### src/design/ste_pkg.sv
package ste_pkg;

  // ==========================================================
  // Register map (byte addresses on the APB).
  // ==========================================================
  localparam logic [7:0] STE_ADDR_CTRL1 = 8'h00;
  localparam logic [7:0] STE_ADDR_CTRL2 = 8'h04;
  localparam logic [7:0] STE_ADDR_DIV = 8'h08;
  localparam logic [7:0] STE_ADDR_STATUS = 8'h0C;
  localparam logic [7:0] STE_ADDR_DATA = 8'h10;

  // Control register one fields.
  localparam int STE_C1_RXIE = 7;
  localparam int STE_C1_TXIE = 5;
  localparam int STE_C1_MASTER_SEL = 4;
  localparam int STE_C1_CLK_POLARITY_SEL = 3;
  localparam int STE_C1_CLK_PHASE_SEL = 2;
  localparam int STE_C1_SEL_OUT_EN = 1;
  localparam int STE_C1_LSBF = 0;

  // Control register two fields.
  localparam int STE_C2_MODE_FAULT_EN = 4;
  localparam int STE_C2_BIDIR = 0;

  // Status register fields.
  localparam int STE_ST_RXFULL = 7;
  localparam int STE_ST_TXEMPTY = 5;
  localparam int STE_ST_MODE_FAULT_FLAG = 4;

  // Reset values.
  localparam logic [7:0] STE_CTRL1_RST = 8'h04;
  localparam logic [7:0] STE_CTRL2_RST = 8'h00;
  localparam logic [7:0] STE_DIV_RST = 8'h04;
  localparam logic [7:0] STE_DATA_RST = 8'h00;

  // One byte takes sixteen serial clock edges.
  localparam logic [4:0] STE_LAST_EDGE = 5'h10;
  localparam logic [4:0] STE_FIRST_EDGE = 5'h01;
  localparam logic [7:0] STE_MIN_HALF = 8'h01;
  localparam int STE_SYNC_W = 4;

  // Engine states.
  typedef enum logic [2:0] {
    STE_IDLE = 3'b000,
    STE_LEAD = 3'b001,
    STE_RUN = 3'b010,
    STE_TRAIL = 3'b011,
    STE_SRUN = 3'b100,
    STE_SWAIT = 3'b101
  } ste_state_t;

  // APB request from the master.
  typedef struct packed {
    logic psel;
    logic penable;
    logic pwrite;
    logic [7:0] paddr;
    logic [31:0] pwdata;
  } ste_apb_req_t;

  // APB answer to the master.
  typedef struct packed {
    logic pready;
    logic pslverr;
    logic [31:0] prdata;
  } ste_apb_rsp_t;

  // Serial pin levels coming in.
  typedef struct packed {
    logic sclk;
    logic mosi;
    logic miso;
    logic ssN;
  } ste_pins_in_t;

  // Serial pin drive going out.
  typedef struct packed {
    logic sclkOut;
    logic sclkOe;
    logic mosiOut;
    logic mosiOe;
    logic misoOut;
    logic misoOe;
    logic ssNOut;
    logic ssNOe;
  } ste_pins_out_t;

endpackage : ste_pkg

### src/design/ste_core.sv
`timescale 1ns/10ps
`default_nettype none

// Behaviour
// - data read gives receive buffer, write after status read fills transmit
// - master starts transfer when byte written
// - unread receive byte kept, new one dropped
// - free shifter takes queued byte, sets tx empty
// - sample one edge, shift next; eight clocks
// - transfer end fills receive buffer, sets full
// - phase one waiting byte starts next transfer back to back
// - MSB first unless lsb first selected
// - polarity and phase give four clock formats
// - phase one select leads by half clock
// - phase zero select trails by half clock
// - phase one slave drives on select, edge shifts
// - phase zero slave presents first bit at select
// - flags with enables raise one interrupt
// - mode fault on low select in master config
// - mode fault drops master mode and drivers
// - fault flag clears by status read, ctrl write
// - tx empty clears by status read, data write
// - rx full clears by status read, data read
// - idle master moves written byte within two cycles
module ste_core (
  input wire logic clock,
  input wire logic rst,
  input wire ste_pkg::ste_apb_req_t apbReq,
  output ste_pkg::ste_apb_rsp_t apbRsp,
  input wire ste_pkg::ste_pins_in_t pinsIn,
  output ste_pkg::ste_pins_out_t pinsOut,
  output logic irq
);
  import ste_pkg::*;

  // ==========================================================
  // State
  // ==========================================================
  typedef struct packed {
    ste_state_t fsm;
    logic [7:0] ctrl1;
    logic [7:0] ctrl2;
    logic [7:0] div;
    logic [7:0] txBuf;
    logic [7:0] rxBuf;
    logic [7:0] txSh;
    logic [7:0] rxSh;
    logic [7:0] halfCnt;
    logic [4:0] edgeCnt;
    logic txEmpty;
    logic rxFull;
    logic mode_fault_flag;
    logic txArm;
    logic rxArm;
    logic modfArm;
    logic sclkLvl;
    logic sclkPrev;
    logic [31:0] prdata;
    logic pslverr;
  } ste_core_st_t;

  ste_core_st_t st_q;
  ste_core_st_t st_d;
  ste_pins_in_t pinSync;

  // ==========================================================
  // Pin synchronisers
  // ==========================================================
  ste_sync #(
    .WIDTH(STE_SYNC_W)
  ) u_sync (
    .clock(clock),
    .rst(rst),
    .asyncIn(pinsIn),
    .syncOut(pinSync)
  );

  // ==========================================================
  // Decoded configuration
  // ==========================================================
  logic master;
  logic clk_polarity_sel;
  logic clk_phase_sel;
  logic lsbFirst;
  logic ssLow;
  logic txBit;
  logic misoQuiet;

  // Control bits and the current outgoing bit.
  assign master = st_q.ctrl1[STE_C1_MASTER_SEL];
  assign clk_polarity_sel = st_q.ctrl1[STE_C1_CLK_POLARITY_SEL];
  assign clk_phase_sel = st_q.ctrl1[STE_C1_CLK_PHASE_SEL];
  assign lsbFirst = st_q.ctrl1[STE_C1_LSBF];
  assign ssLow = ~pinSync.ssN;
  assign txBit = lsbFirst ? st_q.txSh[0] : st_q.txSh[7];
  assign misoQuiet = st_q.mode_fault_flag & ~st_q.ctrl2[STE_C2_BIDIR];

  // ==========================================================
  // Next state
  // ==========================================================
  always_comb begin
    logic access;
    logic wr;
    logic rd;
    logic tick;
    logic edgeEv;
    logic [4:0] edgeNum;
    logic sampleEv;
    logic shiftEv;
    logic inBit;
    logic [7:0] rxNext;
    logic complete;
    logic rxClear;
    logic txLoad;
    logic [7:0] rdVal;
    logic hit;
    access = 1'b0;
    wr = 1'b0;
    rd = 1'b0;
    tick = 1'b0;
    edgeEv = 1'b0;
    edgeNum = 5'h00;
    sampleEv = 1'b0;
    shiftEv = 1'b0;
    inBit = 1'b0;
    rxNext = 8'h00;
    complete = 1'b0;
    rxClear = 1'b0;
    txLoad = 1'b0;
    rdVal = 8'h00;
    hit = 1'b1;
    st_d = st_q;
    st_d.sclkPrev = pinSync.sclk;

    // Bus access phase and the flag arming sequences.
    access = apbReq.psel & apbReq.penable;
    wr = access & apbReq.pwrite;
    rd = access & ~apbReq.pwrite;
    if (wr && apbReq.paddr == STE_ADDR_CTRL1) begin
      st_d.ctrl1 = apbReq.pwdata[7:0];
      if (st_q.modfArm) begin
        st_d.mode_fault_flag = 1'b0;
        st_d.modfArm = 1'b0;
      end
    end
    if (wr && apbReq.paddr == STE_ADDR_CTRL2) begin
      st_d.ctrl2 = apbReq.pwdata[7:0];
    end
    if (wr && apbReq.paddr == STE_ADDR_DIV) begin
      st_d.div = apbReq.pwdata[7:0];
    end
    if (rd && apbReq.paddr == STE_ADDR_STATUS) begin
      st_d.txArm = st_q.prdata[STE_ST_TXEMPTY];
      st_d.rxArm = st_q.prdata[STE_ST_RXFULL];
      st_d.modfArm = st_q.prdata[STE_ST_MODE_FAULT_FLAG];
    end
    if (wr && apbReq.paddr == STE_ADDR_DATA && st_q.txArm) begin
      st_d.txBuf = apbReq.pwdata[7:0];
      st_d.txEmpty = 1'b0;
      st_d.txArm = 1'b0;
    end
    if (rd && apbReq.paddr == STE_ADDR_DATA && st_q.rxArm) begin
      rxClear = 1'b1;
      st_d.rxArm = 1'b0;
    end

    // Half period timer for master clock generation.
    tick = st_q.halfCnt <= STE_MIN_HALF;
    if (tick) begin
      st_d.halfCnt = (st_q.div < STE_MIN_HALF) ? STE_MIN_HALF : st_q.div;
    end else begin
      st_d.halfCnt = st_q.halfCnt - STE_MIN_HALF;
    end

    // Serial clock edges: own timer as master, pin edges as slave.
    if (master) begin
      edgeEv = tick && (st_q.fsm == STE_LEAD || st_q.fsm == STE_RUN);
      inBit = pinSync.miso;
    end else begin
      edgeEv = st_q.fsm == STE_SRUN && pinSync.sclk != st_q.sclkPrev;
      inBit = pinSync.mosi;
    end
    edgeNum = st_q.edgeCnt + STE_FIRST_EDGE;
    // Phase zero samples odd edges; phase one samples even edges.
    sampleEv = edgeEv & (clk_phase_sel ^ edgeNum[0]);
    shiftEv = edgeEv & (clk_phase_sel ? (edgeNum[0] && edgeNum != STE_FIRST_EDGE)
                             : ~edgeNum[0]);
    rxNext = lsbFirst ? {inBit, st_q.rxSh[7:1]}
                      : {st_q.rxSh[6:0], inBit};
    if (sampleEv) begin
      st_d.rxSh = rxNext;
    end
    if (shiftEv) begin
      st_d.txSh = lsbFirst ? {1'b0, st_q.txSh[7:1]}
                           : {st_q.txSh[6:0], 1'b0};
    end
    if (edgeEv) begin
      st_d.edgeCnt = edgeNum;
      st_d.sclkLvl = ~st_q.sclkLvl;
    end

    // Transfer sequencing.
    case (st_q.fsm)
      STE_IDLE: begin
        st_d.sclkLvl = clk_polarity_sel;
        st_d.edgeCnt = 5'h00;
        if (master && !st_q.txEmpty) begin
          txLoad = 1'b1;
          st_d.fsm = STE_LEAD;
          st_d.halfCnt = st_q.div;
        end else if (!master && ssLow) begin
          txLoad = !st_q.txEmpty;
          st_d.fsm = STE_SRUN;
        end
      end
      STE_LEAD: begin
        if (tick) begin
          st_d.fsm = STE_RUN;
        end
      end
      STE_RUN: begin
        if (edgeEv && edgeNum == STE_LAST_EDGE) begin
          st_d.fsm = STE_TRAIL;
        end
      end
      STE_TRAIL: begin
        if (tick) begin
          complete = 1'b1;
          st_d.edgeCnt = 5'h00;
          if (clk_phase_sel && !st_q.txEmpty) begin
            txLoad = 1'b1;
            st_d.fsm = STE_LEAD;
          end else begin
            st_d.fsm = STE_IDLE;
          end
        end
      end
      STE_SRUN: begin
        if (!ssLow) begin
          st_d.fsm = STE_IDLE;
        end else if (edgeEv && edgeNum == STE_LAST_EDGE) begin
          complete = 1'b1;
          st_d.edgeCnt = 5'h00;
          if (clk_phase_sel) begin
            txLoad = !st_q.txEmpty;
          end else begin
            st_d.fsm = STE_SWAIT;
          end
        end
      end
      STE_SWAIT: begin
        if (!ssLow) begin
          st_d.fsm = STE_IDLE;
        end
      end
      default: begin
        st_d.fsm = STE_IDLE;
      end
    endcase

    // Shifter load from the transmit buffer.
    if (txLoad) begin
      st_d.txSh = st_q.txBuf;
      st_d.txEmpty = 1'b1;
    end

    // Receive buffer update; a read clearing the flag lets it in.
    if (complete && (!st_q.rxFull || rxClear)) begin
      // Take the bit sampled on the closing edge only if it samples.
      st_d.rxBuf = sampleEv ? rxNext : st_q.rxSh;
      st_d.rxFull = 1'b1;
    end else if (rxClear) begin
      st_d.rxFull = 1'b0;
    end

    // Mode fault overrides the master bit, fault flag and state set earlier in the cycle.
    if (master && st_q.ctrl2[STE_C2_MODE_FAULT_EN] &&
        !st_q.ctrl1[STE_C1_SEL_OUT_EN] && ssLow) begin
      st_d.mode_fault_flag = 1'b1;
      st_d.ctrl1[STE_C1_MASTER_SEL] = 1'b0;
      st_d.fsm = STE_IDLE;
    end

    // Read data is captured in the setup cycle.
    case (apbReq.paddr)
      STE_ADDR_CTRL1: rdVal = st_q.ctrl1;
      STE_ADDR_CTRL2: rdVal = st_q.ctrl2;
      STE_ADDR_DIV: rdVal = st_q.div;
      STE_ADDR_STATUS: begin
        rdVal[STE_ST_RXFULL] = st_q.rxFull;
        rdVal[STE_ST_TXEMPTY] = st_q.txEmpty;
        rdVal[STE_ST_MODE_FAULT_FLAG] = st_q.mode_fault_flag;
      end
      STE_ADDR_DATA: rdVal = st_q.rxBuf;
      default: hit = 1'b0;
    endcase
    if (apbReq.psel && !apbReq.penable) begin
      st_d.prdata = {24'h000000, rdVal};
      st_d.pslverr = ~hit;
    end
  end

  // ==========================================================
  // State register
  // ==========================================================
  always_ff @(posedge clock) begin
    if (rst) begin
      st_q <= '0;
      st_q.fsm <= STE_IDLE;
      st_q.ctrl1 <= STE_CTRL1_RST;
      st_q.ctrl2 <= STE_CTRL2_RST;
      st_q.div <= STE_DIV_RST;
      st_q.txBuf <= STE_DATA_RST;
      st_q.rxBuf <= STE_DATA_RST;
      st_q.txEmpty <= 1'b1;
    end else begin
      st_q <= st_d;
    end
  end

  // ==========================================================
  // Outputs
  // ==========================================================
  // Bus answer: zero wait states in the access phase.
  assign apbRsp.pready = apbReq.psel & apbReq.penable;
  assign apbRsp.pslverr = apbReq.psel & apbReq.penable & st_q.pslverr;
  assign apbRsp.prdata = st_q.prdata;

  // Pin drive; leaving master mode releases clock and data.
  assign pinsOut.sclkOut = st_q.sclkLvl;
  assign pinsOut.sclkOe = master;
  assign pinsOut.mosiOut = txBit;
  assign pinsOut.mosiOe = master;
  assign pinsOut.misoOut = txBit;
  assign pinsOut.misoOe = ~master & ssLow & ~misoQuiet &
      (st_q.fsm == STE_SRUN || st_q.fsm == STE_SWAIT);
  assign pinsOut.ssNOut = ~(st_q.fsm == STE_LEAD || st_q.fsm == STE_RUN ||
                            st_q.fsm == STE_TRAIL);
  assign pinsOut.ssNOe = master & st_q.ctrl1[STE_C1_SEL_OUT_EN] &
      st_q.ctrl2[STE_C2_MODE_FAULT_EN];

  // Single shared interrupt request.
  assign irq = ((st_q.rxFull | st_q.mode_fault_flag) & st_q.ctrl1[STE_C1_RXIE]) |
      (st_q.txEmpty & st_q.ctrl1[STE_C1_TXIE]);

endmodule : ste_core

`default_nettype wire

### src/design/ste_sync.sv
`timescale 1ns/10ps
`default_nettype none

// Two flip-flop synchroniser for a group of pin levels.
module ste_sync #(
  parameter int WIDTH = 4
) (
  input wire logic clock,
  input wire logic rst,
  input wire logic [WIDTH-1:0] asyncIn,
  output logic [WIDTH-1:0] syncOut
);

  typedef struct packed {
    logic [WIDTH-1:0] meta;
    logic [WIDTH-1:0] stable;
  } ste_sync_st_t;

  ste_sync_st_t st_q;
  ste_sync_st_t st_d;

  // The first stage feeds only the second stage.
  always_comb begin
    st_d.meta = asyncIn;
    st_d.stable = st_q.meta;
  end

  // State register.
  always_ff @(posedge clock) begin
    if (rst) begin
      st_q <= '0;
    end else begin
      st_q <= st_d;
    end
  end

  assign syncOut = st_q.stable;

endmodule : ste_sync

`default_nettype wire

### config.mk
export PLATFORM = sky130hd
export DESIGN_NAME = ste_core
export DESIGN_NICKNAME = d
export VERILOG_FILES = /design/src/design/ste_pkg.sv /design/src/design/ste_core.sv /design/src/design/ste_sync.sv
export SDC_FILE = /design/constraint.sdc
export NUM_CORES = 1
export LEC_CHECK = 0
export BUFFER_PORTS_ARGS = -buffer_cell sky130_fd_sc_hd__buf_2
export CORE_MARGIN = 2
export CORE_UTILIZATION = 40
export CTS_CLUSTER_SIZE = 8
export DETAILED_ROUTE_END_ITERATION = 10
export PLACE_DENSITY = 0.69
export SYNTH_ARGS = -nofsm -noshare
export SYNTH_HDL_FRONTEND = slang
export SYNTH_SLANG_ARGS = --single-unit
### constraint.sdc
create_clock -name clock -period 2.9 [get_ports clock]
set_clock_uncertainty 0.1 [all_clocks]
set_input_delay 0.29 -clock clock [delete_from_list [all_inputs] [get_ports clock]]
set_output_delay 0.29 -clock clock [all_outputs]
set_load 0.02 [all_outputs]
==> results of run 1 <==
metal layers:
layer  vias to the layer above  share of wire  wire [um]  track usage
li1                       1896              -          -            -
met4                         0          0.024        264       0.0763
met1                      1798           0.45       4960        0.222
met5                         -              0          0            0
met3                        20          0.045        490       0.0416
met2                        93           0.48       5220        0.273
registers in the layout, summed over array words and instances, names as in the netlist:
signal	cells
apbRsp	8
clk_phase_sel	1
clk_polarity_sel	1
lsbFirst	1
pinsOut	2
st_q	76
u_sync.st_d	4
u_sync.syncOut	4
power groups by stage:
stage | Clock [uW] | Combinational (uW) | Sequential (uW)
global route | 1380 | 881 | 1510
CTS | 1340 | 794 | 1500
global placement | 0 | 765 | 1520
finish | 1310 | 790 | 1500
floorplan | 0 | 646 | 1490
detailed placement | 0 | 791 | 1530
kinds of logic after synthesis:
family | Yosys count | synth area share
adders and majority gates | 5 | 0.0127
DFF | 97 | 0.395
buffers and inverters | 80 | 0.0967
xor gates and xnor gates | 15 | 0.0267
AOI/OAI and AO/OA | 85 | 0.121
muxes | 72 | 0.160
and+or+nand+nor | 182 | 0.188
other | 1 | 0.000763
Yosys cell counts, drive strengths merged, types with 7 or more instances:
library cell | instances | area, um2
nand3 | 9 | 45.0
a211oi | 19 | 143
nand2 | 30 | 113
and3 | 7 | 43.8
mux2 | 21 | 236
mux2i | 48 | 480
clkbuf | 17 | 63.8
o22ai | 7 | 43.8
nor2b | 22 | 138
inv | 12 | 45.0
nor3 | 14 | 70.1
nor2 | 65 | 244
buf | 50 | 363
a21oi | 18 | 93.8
xnor2 | 10 | 87.6
o21ai | 12 | 60.1
dfxtp | 97 | 1940
cell type report:
class | instances | area share
tap | 147 | 0.0340
sequential | 97 | 0.359
inverter | 13 | 0.00901
clock inverter | 6 | 0.0169
timing repair buffer | 58 | 0.0605
clock buffer | 10 | 0.0441
multi-input combinational | 383 | 0.477
critical path, delay by kind of cell (launching register included):
kind	cells	cell delay, ns
and+or+nand+nor	2	1.00
DFF	1	0.36
AOI/OAI and AO/OA	3	0.83
buffers and inverters	1	0.20
muxes	1	0.25
layout by cell type (no fill, tap or decap), types with 2 or more instances in the layout:
cell / synthesis / layout
or2_2: 4 / 4
mux2i_1: 48 / 48
nand3_1: 9 / 9
clkinvlp_4: 0 / 3
xnor2_1: 10 / 10
a222oi_1: 5 / 5
clkbuf_16: 0 / 9
xor2_1: 5 / 5
nor3b_1: 2 / 2
nand3b_1: 2 / 2
mux4_2: 3 / 3
and2_1: 3 / 3
mux2_2: 21 / 21
nand4_1: 4 / 4
bufinv_16: 0 / 2
or4_1: 3 / 3
inv_1: 12 / 12
a311oi_1: 4 / 4
a31oi_1: 3 / 3
nand2_1: 30 / 30
nor2b_1: 22 / 22
a21oi_1: 17 / 17
nor3_1: 14 / 14
ha_1: 5 / 5
nand2b_1: 6 / 6
nor4b_1: 2 / 2
and3_1: 7 / 7
a22oi_1: 3 / 3
o211ai_1: 2 / 2
o21ai_0: 12 / 12
a32oi_1: 2 / 2
nor2_1: 65 / 65
dfxtp_1: 97 / 97
o22ai_1: 7 / 7
a211oi_1: 19 / 19
buf_2: 5 / 43
conb_1: 1 / 24
buf_4: 43 / 15
how the worst min path moves through the flow:
stage	end	from	slack, ns	cells past startpoint
final	u_sync.st_d[0]	pinsIn[0]	0.05	2
after global routing	u_sync.st_d[1]	pinsIn[1]	0.05	2
after CTS	u_sync.st_d[0]	pinsIn[0]	0.04	2
after detailed placement	u_sync.syncOut[3]	u_sync.st_d[3]	0.33	1
after global placement	u_sync.syncOut[3]	u_sync.st_d[3]	0.32	1
after floorplan	u_sync.syncOut[0]	u_sync.st_d[0]	0.31	1
stage by stage:
stage | total power [uW] | util | instances
3_5_place_dp | 2320 | 0.423 | 698
5_1_grt | 3780 | 0.451 | 714
6_report | 3590 | 0.451 | 714
2_1_floorplan | 2140 | - | 560
4_1_cts | 3630 | 0.451 | 714
3_3_place_gp | 2280 | 0.423 | 698
==> flow_summary.json, run 1 <==
{
  "outcome": "finished, final reports clean",
  "p_per_area_mw_per_mm2": 664,
  "first_global_vias": 3576,
  "first_iter_violations": 315,
  "hold_ws_ns": 0.0526,
  "insertedDiodeCount": 0,
  "cts_made_buffers": 9,
  "drv_slew": 0,
  "worstPathMaxFanout": 9,
  "io_pins": 92,
  "avgSynthCellArea_um2": 9.15,
  "seq_area_mm2": 0.00194,
  "crit_start": "st_q[49]",
  "crit_chain": "or4_4 -> nor4_4 -> a21o_2 -> buf_4 -> a21oi_1 -> a211oi_1 -> mux2_2",
  "core.rowCount": 40,
  "grtUsageTotal": 0.172,
  "final_hold_viol_count": 0,
  "overflow": 0,
  "hp-class": "in2reg",
  "design.die.area_mm2": 0.0132,
  "wl_um": 10900,
  "clock_latency_ns": 0.35,
  "fp.dieW_um": 115,
  "vdd_drop_max_uv": 533,
  "async_flop_share": 0,
  "worstMarginPinSlew_ns": 0.924,
  "power.switching_uw": 1080,
  "yosys_register_bits": 97,
  "max_slew_margin": 0.383,
  "crit_type": "reg2reg",
  "fin_crit_sh": 0.965,
  "cts_setup_buffers": 0,
  "pwr-share-clk": 0.363,
  "clockBufferDepth": 2,
  "setup_tns_ns": 0,
  "rsz0062_at_grt": "no",
  "post-route-drc-count": 0,
  "rr_startpoint": "st_q[49]",
  "endpoint": "st_q[76]",
  "port_buffers": 43,
  "switching_share": 0.301,
  "die_y_um": 115,
  "synth_cell_types": 59,
  "seqPwrFrac": 0.417,
  "leakage_uw": 0.00215,
  "hpwl_um": 8150,
  "wire_per_inst_um": 15.3,
  "viasPerCell": 5.33,
  "fin_ws_ns": 0.103,
  "yosysWarningCount": 0,
  "core_mm2": 0.0120,
  "start_util": 0.409,
  "end_kind": "register",
  "h-tree-depth": 3,
  "cp.required_ns": 3.09,
  "post_cts_resized": 0,
  "maxCapViolCount": 0,
  "postCtsHoldBufs": 0,
  "r2r_setup_slack_ns": 0.10,
  "antenna_found_initial": 0,
  "multi_input_area_mm2": 0.00258,
  "synth-edff-count": 0,
  "arrival_ns": 2.99,
  "internal_power_uw": 2510,
  "vias": 3807,
  "place_area_mm2": 0.00509,
  "nNetsFinal": 616,
  "critPathSlowestCell": "or4_4",
  "cts_sinks": 97,
  "ys.flop_type": "dfxtp_1",
  "startpoint_type": "register",
  "syn_inst": 537,
  "critical_path.max_stage_delay_ns": 0.57,
  "pwr-share-comb": 0.220,
  "gp_congestion": 0.870,
  "synth_area_mm2": 0.00491,
  "ys_seq_area_frac": 0.395,
  "cts_tree": "built",
  "nFillCells": 1154,
  "reg2reg_depth": 7,
  "fmax_mhz": 357,
  "area_delta_synth_final_pct": 10.2,
  "drtAntennaViolNets": 0,
  "drive_above_1_share": 0.196,
  "final_area_mm2": 0.00542,
  "cts-root-buf": "clkbuf_16",
  "grt_max_degree": 37,
  "dr.pass1.iters": 4,
  "path_clk_slew_ns": 0.07,
  "r2r_end": "st_q[76]",
  "dp_slack_ns": 0.201,
  "grt_first_pass_wirelength_um": 17900,
  "finalCriticalPeriod_ns": 2.80,
  "setup_viol": 0
}
(Power assumes the default switching activity.)
==> inputs of run 2 (changes only) <==
--- a/config.mk
+++ b/config.mk
@@ -6,6 +6,7 @@
 export NUM_CORES = 1
 export LEC_CHECK = 0
 export BUFFER_PORTS_ARGS = -buffer_cell sky130_fd_sc_hd__buf_2
+export CORE_ASPECT_RATIO = 0.6
 export CORE_MARGIN = 2
 export CORE_UTILIZATION = 40
 export CTS_CLUSTER_SIZE = 8
==> run 2 against run 1 <==
Final area shrank 0.39%. Clock-buffer cell count fell by 1. Cell count is 2.5% higher. Combinational power is essentially flat. Sequential share of layout area rose by 0.14 points. Sequential power is essentially flat. Maximum frequency up 5.6%. Sequential cell count unchanged. Critical path depth did not move. Register-to-register slack better by 0.15 ns. Clock power is 13% lower.
==> flow_summary.json, run 2 (same netlist as run 1, synthesis figures left out) <==
{
  "drtAntennaViolNets": 0,
  "dp_slack_ns": 0.250,
  "fmax_mhz": 378,
  "wire_per_inst_um": 15.8,
  "hold_path_end": "u_sync.st_d[1]",
  "max_slew_margin": 0.365,
  "overflow": 0,
  "outcome": "finished, final reports clean",
  "largest_register": "st_q",
  "die_y_um": 89.9,
  "largest_reg_flops": 76,
  "rsz0062_at_grt": "no",
  "cts-root-buf": "clkbuf_16",
  "r2r_setup_slack_ns": 0.25,
  "r2r_end": "st_q[71]",
  "final_common_cell": "dfxtp_1",
  "io_pins": 92,
  "end_kind": "register",
  "leakage_uw": 0.00214,
  "wl_um": 11600,
  "crit_family": "simple AND/OR/NAND/NOR gates",
  "startpoint_type": "register",
  "hold_path_depth": 2,
  "start_util": 0.409,
  "clockBufferDepth": 2,
  "design.die.area_mm2": 0.0132,
  "rr_startpoint": "st_q[111]",
  "grtUsageTotal": 0.179,
  "finalCriticalPeriod_ns": 2.65,
  "critical_path.max_stage_delay_ns": 0.56,
  "first_iter_violations": 361,
  "postCtsHoldBufs": 0,
  "hp-class": "in2reg",
  "crit_buf_inv": 1,
  "fp.dieW_um": 147,
  "grt_first_pass_wirelength_um": 19000,
  "hpwl_um": 8620,
  "critPathSlowestCell": "nor4b_1",
  "core_mm2": 0.0120,
  "cts_sinks": 97,
  "cpMostUsedCell": "nor2_1",
  "cts_made_buffers": 9,
  "fin_ws_ns": 0.251,
  "p_per_area_mw_per_mm2": 636,
  "maxCapViolCount": 0,
  "clock_latency_ns": 0.34,
  "hold_start": "pinsIn[1]",
  "setup_tns_ns": 0,
  "setup_viol": 0,
  "post_cts_resized": 0,
  "core.rowCount": 31,
  "gp_congestion": 0.902,
  "finish.utilization": 0.449,
  "reg2reg_depth": 7,
  "nFillCells": 1195,
  "grt_max_degree": 74,
  "drv_slew": 0,
  "area_delta_synth_final_pct": 9.78,
  "port_buffers": 43,
  "fin_crit_sh": 0.913,
  "cp.required_ns": 3.03,
  "insertedDiodeCount": 0,
  "worstMarginPinSlew_ns": 0.951,
  "viasPerCell": 5.32,
  "vdd_drop_max_uv": 437,
  "path_clk_slew_ns": 0.07,
  "antenna_found_initial": 0,
  "post-route-drc-count": 0,
  "h-tree-depth": 3,
  "drive_above_1_share": 0.196,
  "crit_chain": "nor2_1 -> nor4b_1 -> a21oi_2 -> buf_4 -> nor2_1 -> a211oi_1 -> mux2_2",
  "crit_type": "reg2reg",
  "final_cell_mix": "dfxtp_1, nor2_1, mux2i_1, buf_2, nand2_1",
  "arrival_ns": 2.78,
  "final_hold_viol_count": 0,
  "fin_cells": 732,
  "worstPathMaxFanout": 13,
  "hold_ws_ns": 0.0540,
  "dp_cells": 716,
  "vias": 3896,
  "cts_tree": "built",
  "dr.pass1.iters": 5,
  "first_global_vias": 3632,
  "nNetsFinal": 616,
  "cts_setup_buffers": 0
}
[run 2: cell types whose count changed in the layout (fill, tap and decap cells not counted), sizes merged]
| cell | before | now |
|---|---|---|
| inv | 12 | 17 |
| clkbuf | 10 | 9 |
| clkinvlp | 3 | 0 |
| bufinv | 2 | 0 |
| clkinv | 2 | 3 |
[run 2: per-stage QoR]
| stage | total power, uW | area [um2] |
|---|---|---|
| 6_report | 3430 | 5400 |
| 5_1_grt | 3620 | 5400 |
| 4_1_cts | 3450 | 5400 |
| 3_5_place_dp | 2300 | 5110 |
| 3_3_place_gp | 2280 | 5110 |
| 2_1_floorplan | 2140 | 5000 |
[run 2: worst max path at each step]
| stage | from | cells past startpoint | slack [ns] | to |
|---|---|---|---|---|
| after global routing | st_q[110] | 7 | 0.05 | st_q[71] |
| after detailed placement | apbReq[33] | 7 | 0.25 | st_q[75] |
| after floorplan | st_q[49] | 7 | 0.31 | st_q[69] |
| final | st_q[111] | 7 | 0.25 | st_q[71] |
| after global placement | apbReq[33] | 7 | 0.34 | st_q[76] |
| after CTS | st_q[49] | 7 | 0.28 | st_q[71] |
[run 2: per-layer routing]
metal  vias to the layer above  GRT usage  wire, um
li1                       1878          -         -
met1                      1862      0.284      5880
met2                       151      0.241      4760
met3                         5     0.0497       916
met4                         0     0.0304        29
met5                         -          0         0
[run 2: cell type report]
type | count | area [um2] | area share
clock buffers | 9 | 225 | 0.0417
clock inverters | 7 | 61.3 | 0.0114
well taps | 165 | 206 | 0.0383
repair buffers | 58 | 328 | 0.0608
multi-input cells | 383 | 2580 | 0.479
inverters | 13 | 48.8 | 0.00904
flip-flops and latches | 97 | 1940 | 0.360
[run 2: power breakdown]
group          total [uW]  switching (uW)  internal, uW
clock                1140             542           600
sequential           1500            95.4          1410
combinational         790             466           323
==> inputs of run 3 (changes only) <==
==> constraint.sdc (replaced) <==
create_clock -name clock -period 2.9 [get_ports clock]
set_clock_uncertainty 0.1 [all_clocks]
set_input_delay 0.58 -clock clock [delete_from_list [all_inputs] [get_ports clock]]
set_output_delay 0.58 -clock clock [all_outputs]
set_load 0.02 [all_outputs]
==> run 3 against run 2 <==
Clock power up 21%. Maximum frequency up 0.14%. Wire length up 2.6%. Global-route usage down 0.25 points. Worst setup slack better by 0.0037 ns. Largest power group unchanged. Critical path type unchanged. Highest routed layer unchanged. Die area unchanged.
==> flow_summary.json, run 3 (same netlist as run 1, synthesis figures left out) <==
{
  "outcome": "finished, final reports clean",
  "design.die.area_mm2": 0.0132,
  "pwr-share-clk": 0.375,
  "power.switching_uw": 1100,
  "dr_wl_met2_um": 4750,
  "overflow": 0,
  "largest_reg_flops": 76,
  "maxCapViolCount": 0,
  "clock_latency_ns": 0.35,
  "startpoint_type": "register",
  "fp.dieW_um": 147,
  "drtAntennaViolNets": 0,
  "final_cell_mix": "dfxtp_1, nor2_1, mux2i_1, buf_2, nand2_1",
  "insertedDiodeCount": 0,
  "final_hold_viol_count": 0,
  "grt_max_degree": 35,
  "wl_um": 11900,
  "vias": 3981,
  "first_global_vias": 3551,
  "io_pins": 92,
  "pwr-share-comb": 0.217,
  "die_y_um": 89.9,
  "viasPerCell": 5.39,
  "dr.pass1.iters": 5,
  "r2r_setup_slack_ns": 0.25,
  "clockBufferDepth": 2,
  "max_slew_margin": 0.493,
  "crit_type": "reg2reg",
  "worstPathMaxFanout": 13,
  "path_clk_slew_ns": 0.07,
  "nFillCells": 1166,
  "hold_start": "pinsIn[3]",
  "worstMarginPinSlew_ns": 0.759,
  "hp-class": "in2reg",
  "end_kind": "register",
  "fin_crit_sh": 0.912,
  "hpwl_um": 8730,
  "cp.required_ns": 3.04,
  "rr_startpoint": "st_q[111]",
  "core.rowCount": 31,
  "first_iter_violations": 352,
  "post-route-drc-count": 0,
  "post_cts_resized": 0,
  "area_delta_synth_final_pct": 12.7,
  "internal_power_uw": 2580,
  "arrival_ns": 2.79,
  "gp_congestion": 0.890,
  "cts_setup_buffers": 0,
  "total_power_uw": 3680,
  "place_area_mm2": 0.00520,
  "grtUsageTotal": 0.177,
  "grt_first_pass_wirelength_um": 18500,
  "drive_above_1_share": 0.206,
  "cts_made_buffers": 9,
  "final_area_mm2": 0.00554,
  "leakage_uw": 0.00221,
  "rsz0062_at_grt": "no",
  "final_common_cell": "dfxtp_1",
  "fmax_mhz": 378,
  "largest_register": "st_q",
  "wl_met1_um": 5980,
  "start_util": 0.409,
  "antenna_found_initial": 0,
  "h-tree-depth": 3,
  "cts_sinks": 97,
  "finalCriticalPeriod_ns": 2.65,
  "dr_wl_met3_um": 998,
  "setup_tns_ns": 0,
  "wire_per_inst_um": 16.1,
  "cts-root-buf": "clkbuf_16",
  "seqPwrFrac": 0.408,
  "nNetsFinal": 623,
  "port_buffers": 43,
  "setup_viol": 0,
  "crit_start": "st_q[111]",
  "cts_tree": "built",
  "drv_slew": 0,
  "core_mm2": 0.0120,
  "p_per_area_mw_per_mm2": 664,
  "highest_layer": "met4",
  "switching_share": 0.300,
  "postCtsHoldBufs": 0,
  "vdd_drop_max_uv": 435
}
run 3: critical path, stage by stage, from the launching register on:
cell and delay [ns]:
dfxtp_1 0.45, nor2_1 0.31, nor4b_1 0.57, a21oi_2 0.11
buf_4 0.20, nor2_1 0.34, a211oi_1 0.17, mux2_2 0.29
run 3: metal layers:
layer	vias to the layer above	global-route usage
li1	1898	-
met1	1900	0.267
met2	169	0.244
met3	14	0.0462
met4	0	0.0513
met5	-	0
run 3: final timing paths:
path                       end  depth (start not counted)
min             u_sync.st_d[3]                          2
max reg2reg           st_q[76]                          7
min reg2reg  u_sync.syncOut[3]                          1
max                   st_q[76]                          7
run 3: area by class of cell:
type                       count  area (um2)  area share
tap                          165         206      0.0373
clock inverter                 7         116      0.0210
timing repair buffer          65         418      0.0754
sequential                    97        1940       0.350
inverter                      13        48.8     0.00881
multi-input combinational    383        2580       0.466
clock buffer                   9         225      0.0407
run 3: power groups by stage:
stage                     Clock, uW  Sequential (uW)  Combinational (uW)
after floorplan                   0             1490                 646
after global placement            0             1520                 757
after detailed placement          0             1530                 782
after CTS                      1400             1500                 787
after global routing           1450             1510                 874
final                          1380             1500                 798
run 3: stage by stage:
| stage | util | setup slack, ns | hold slack [ns] | instances |
|---|---|---|---|---|
| 6_report | 0.461 | 0.255 | 0.338 | 739 |
| 2_1_floorplan | - | 0.0484 | 0.314 | 560 |
| 3_3_place_gp | 0.432 | 0.106 | 0.320 | 723 |
| 3_5_place_dp | 0.432 | 0.0655 | 0.322 | 723 |
| 5_1_grt | 0.461 | 0.140 | 0.336 | 739 |
| 4_1_cts | 0.461 | 0.326 | 0.335 | 739 |
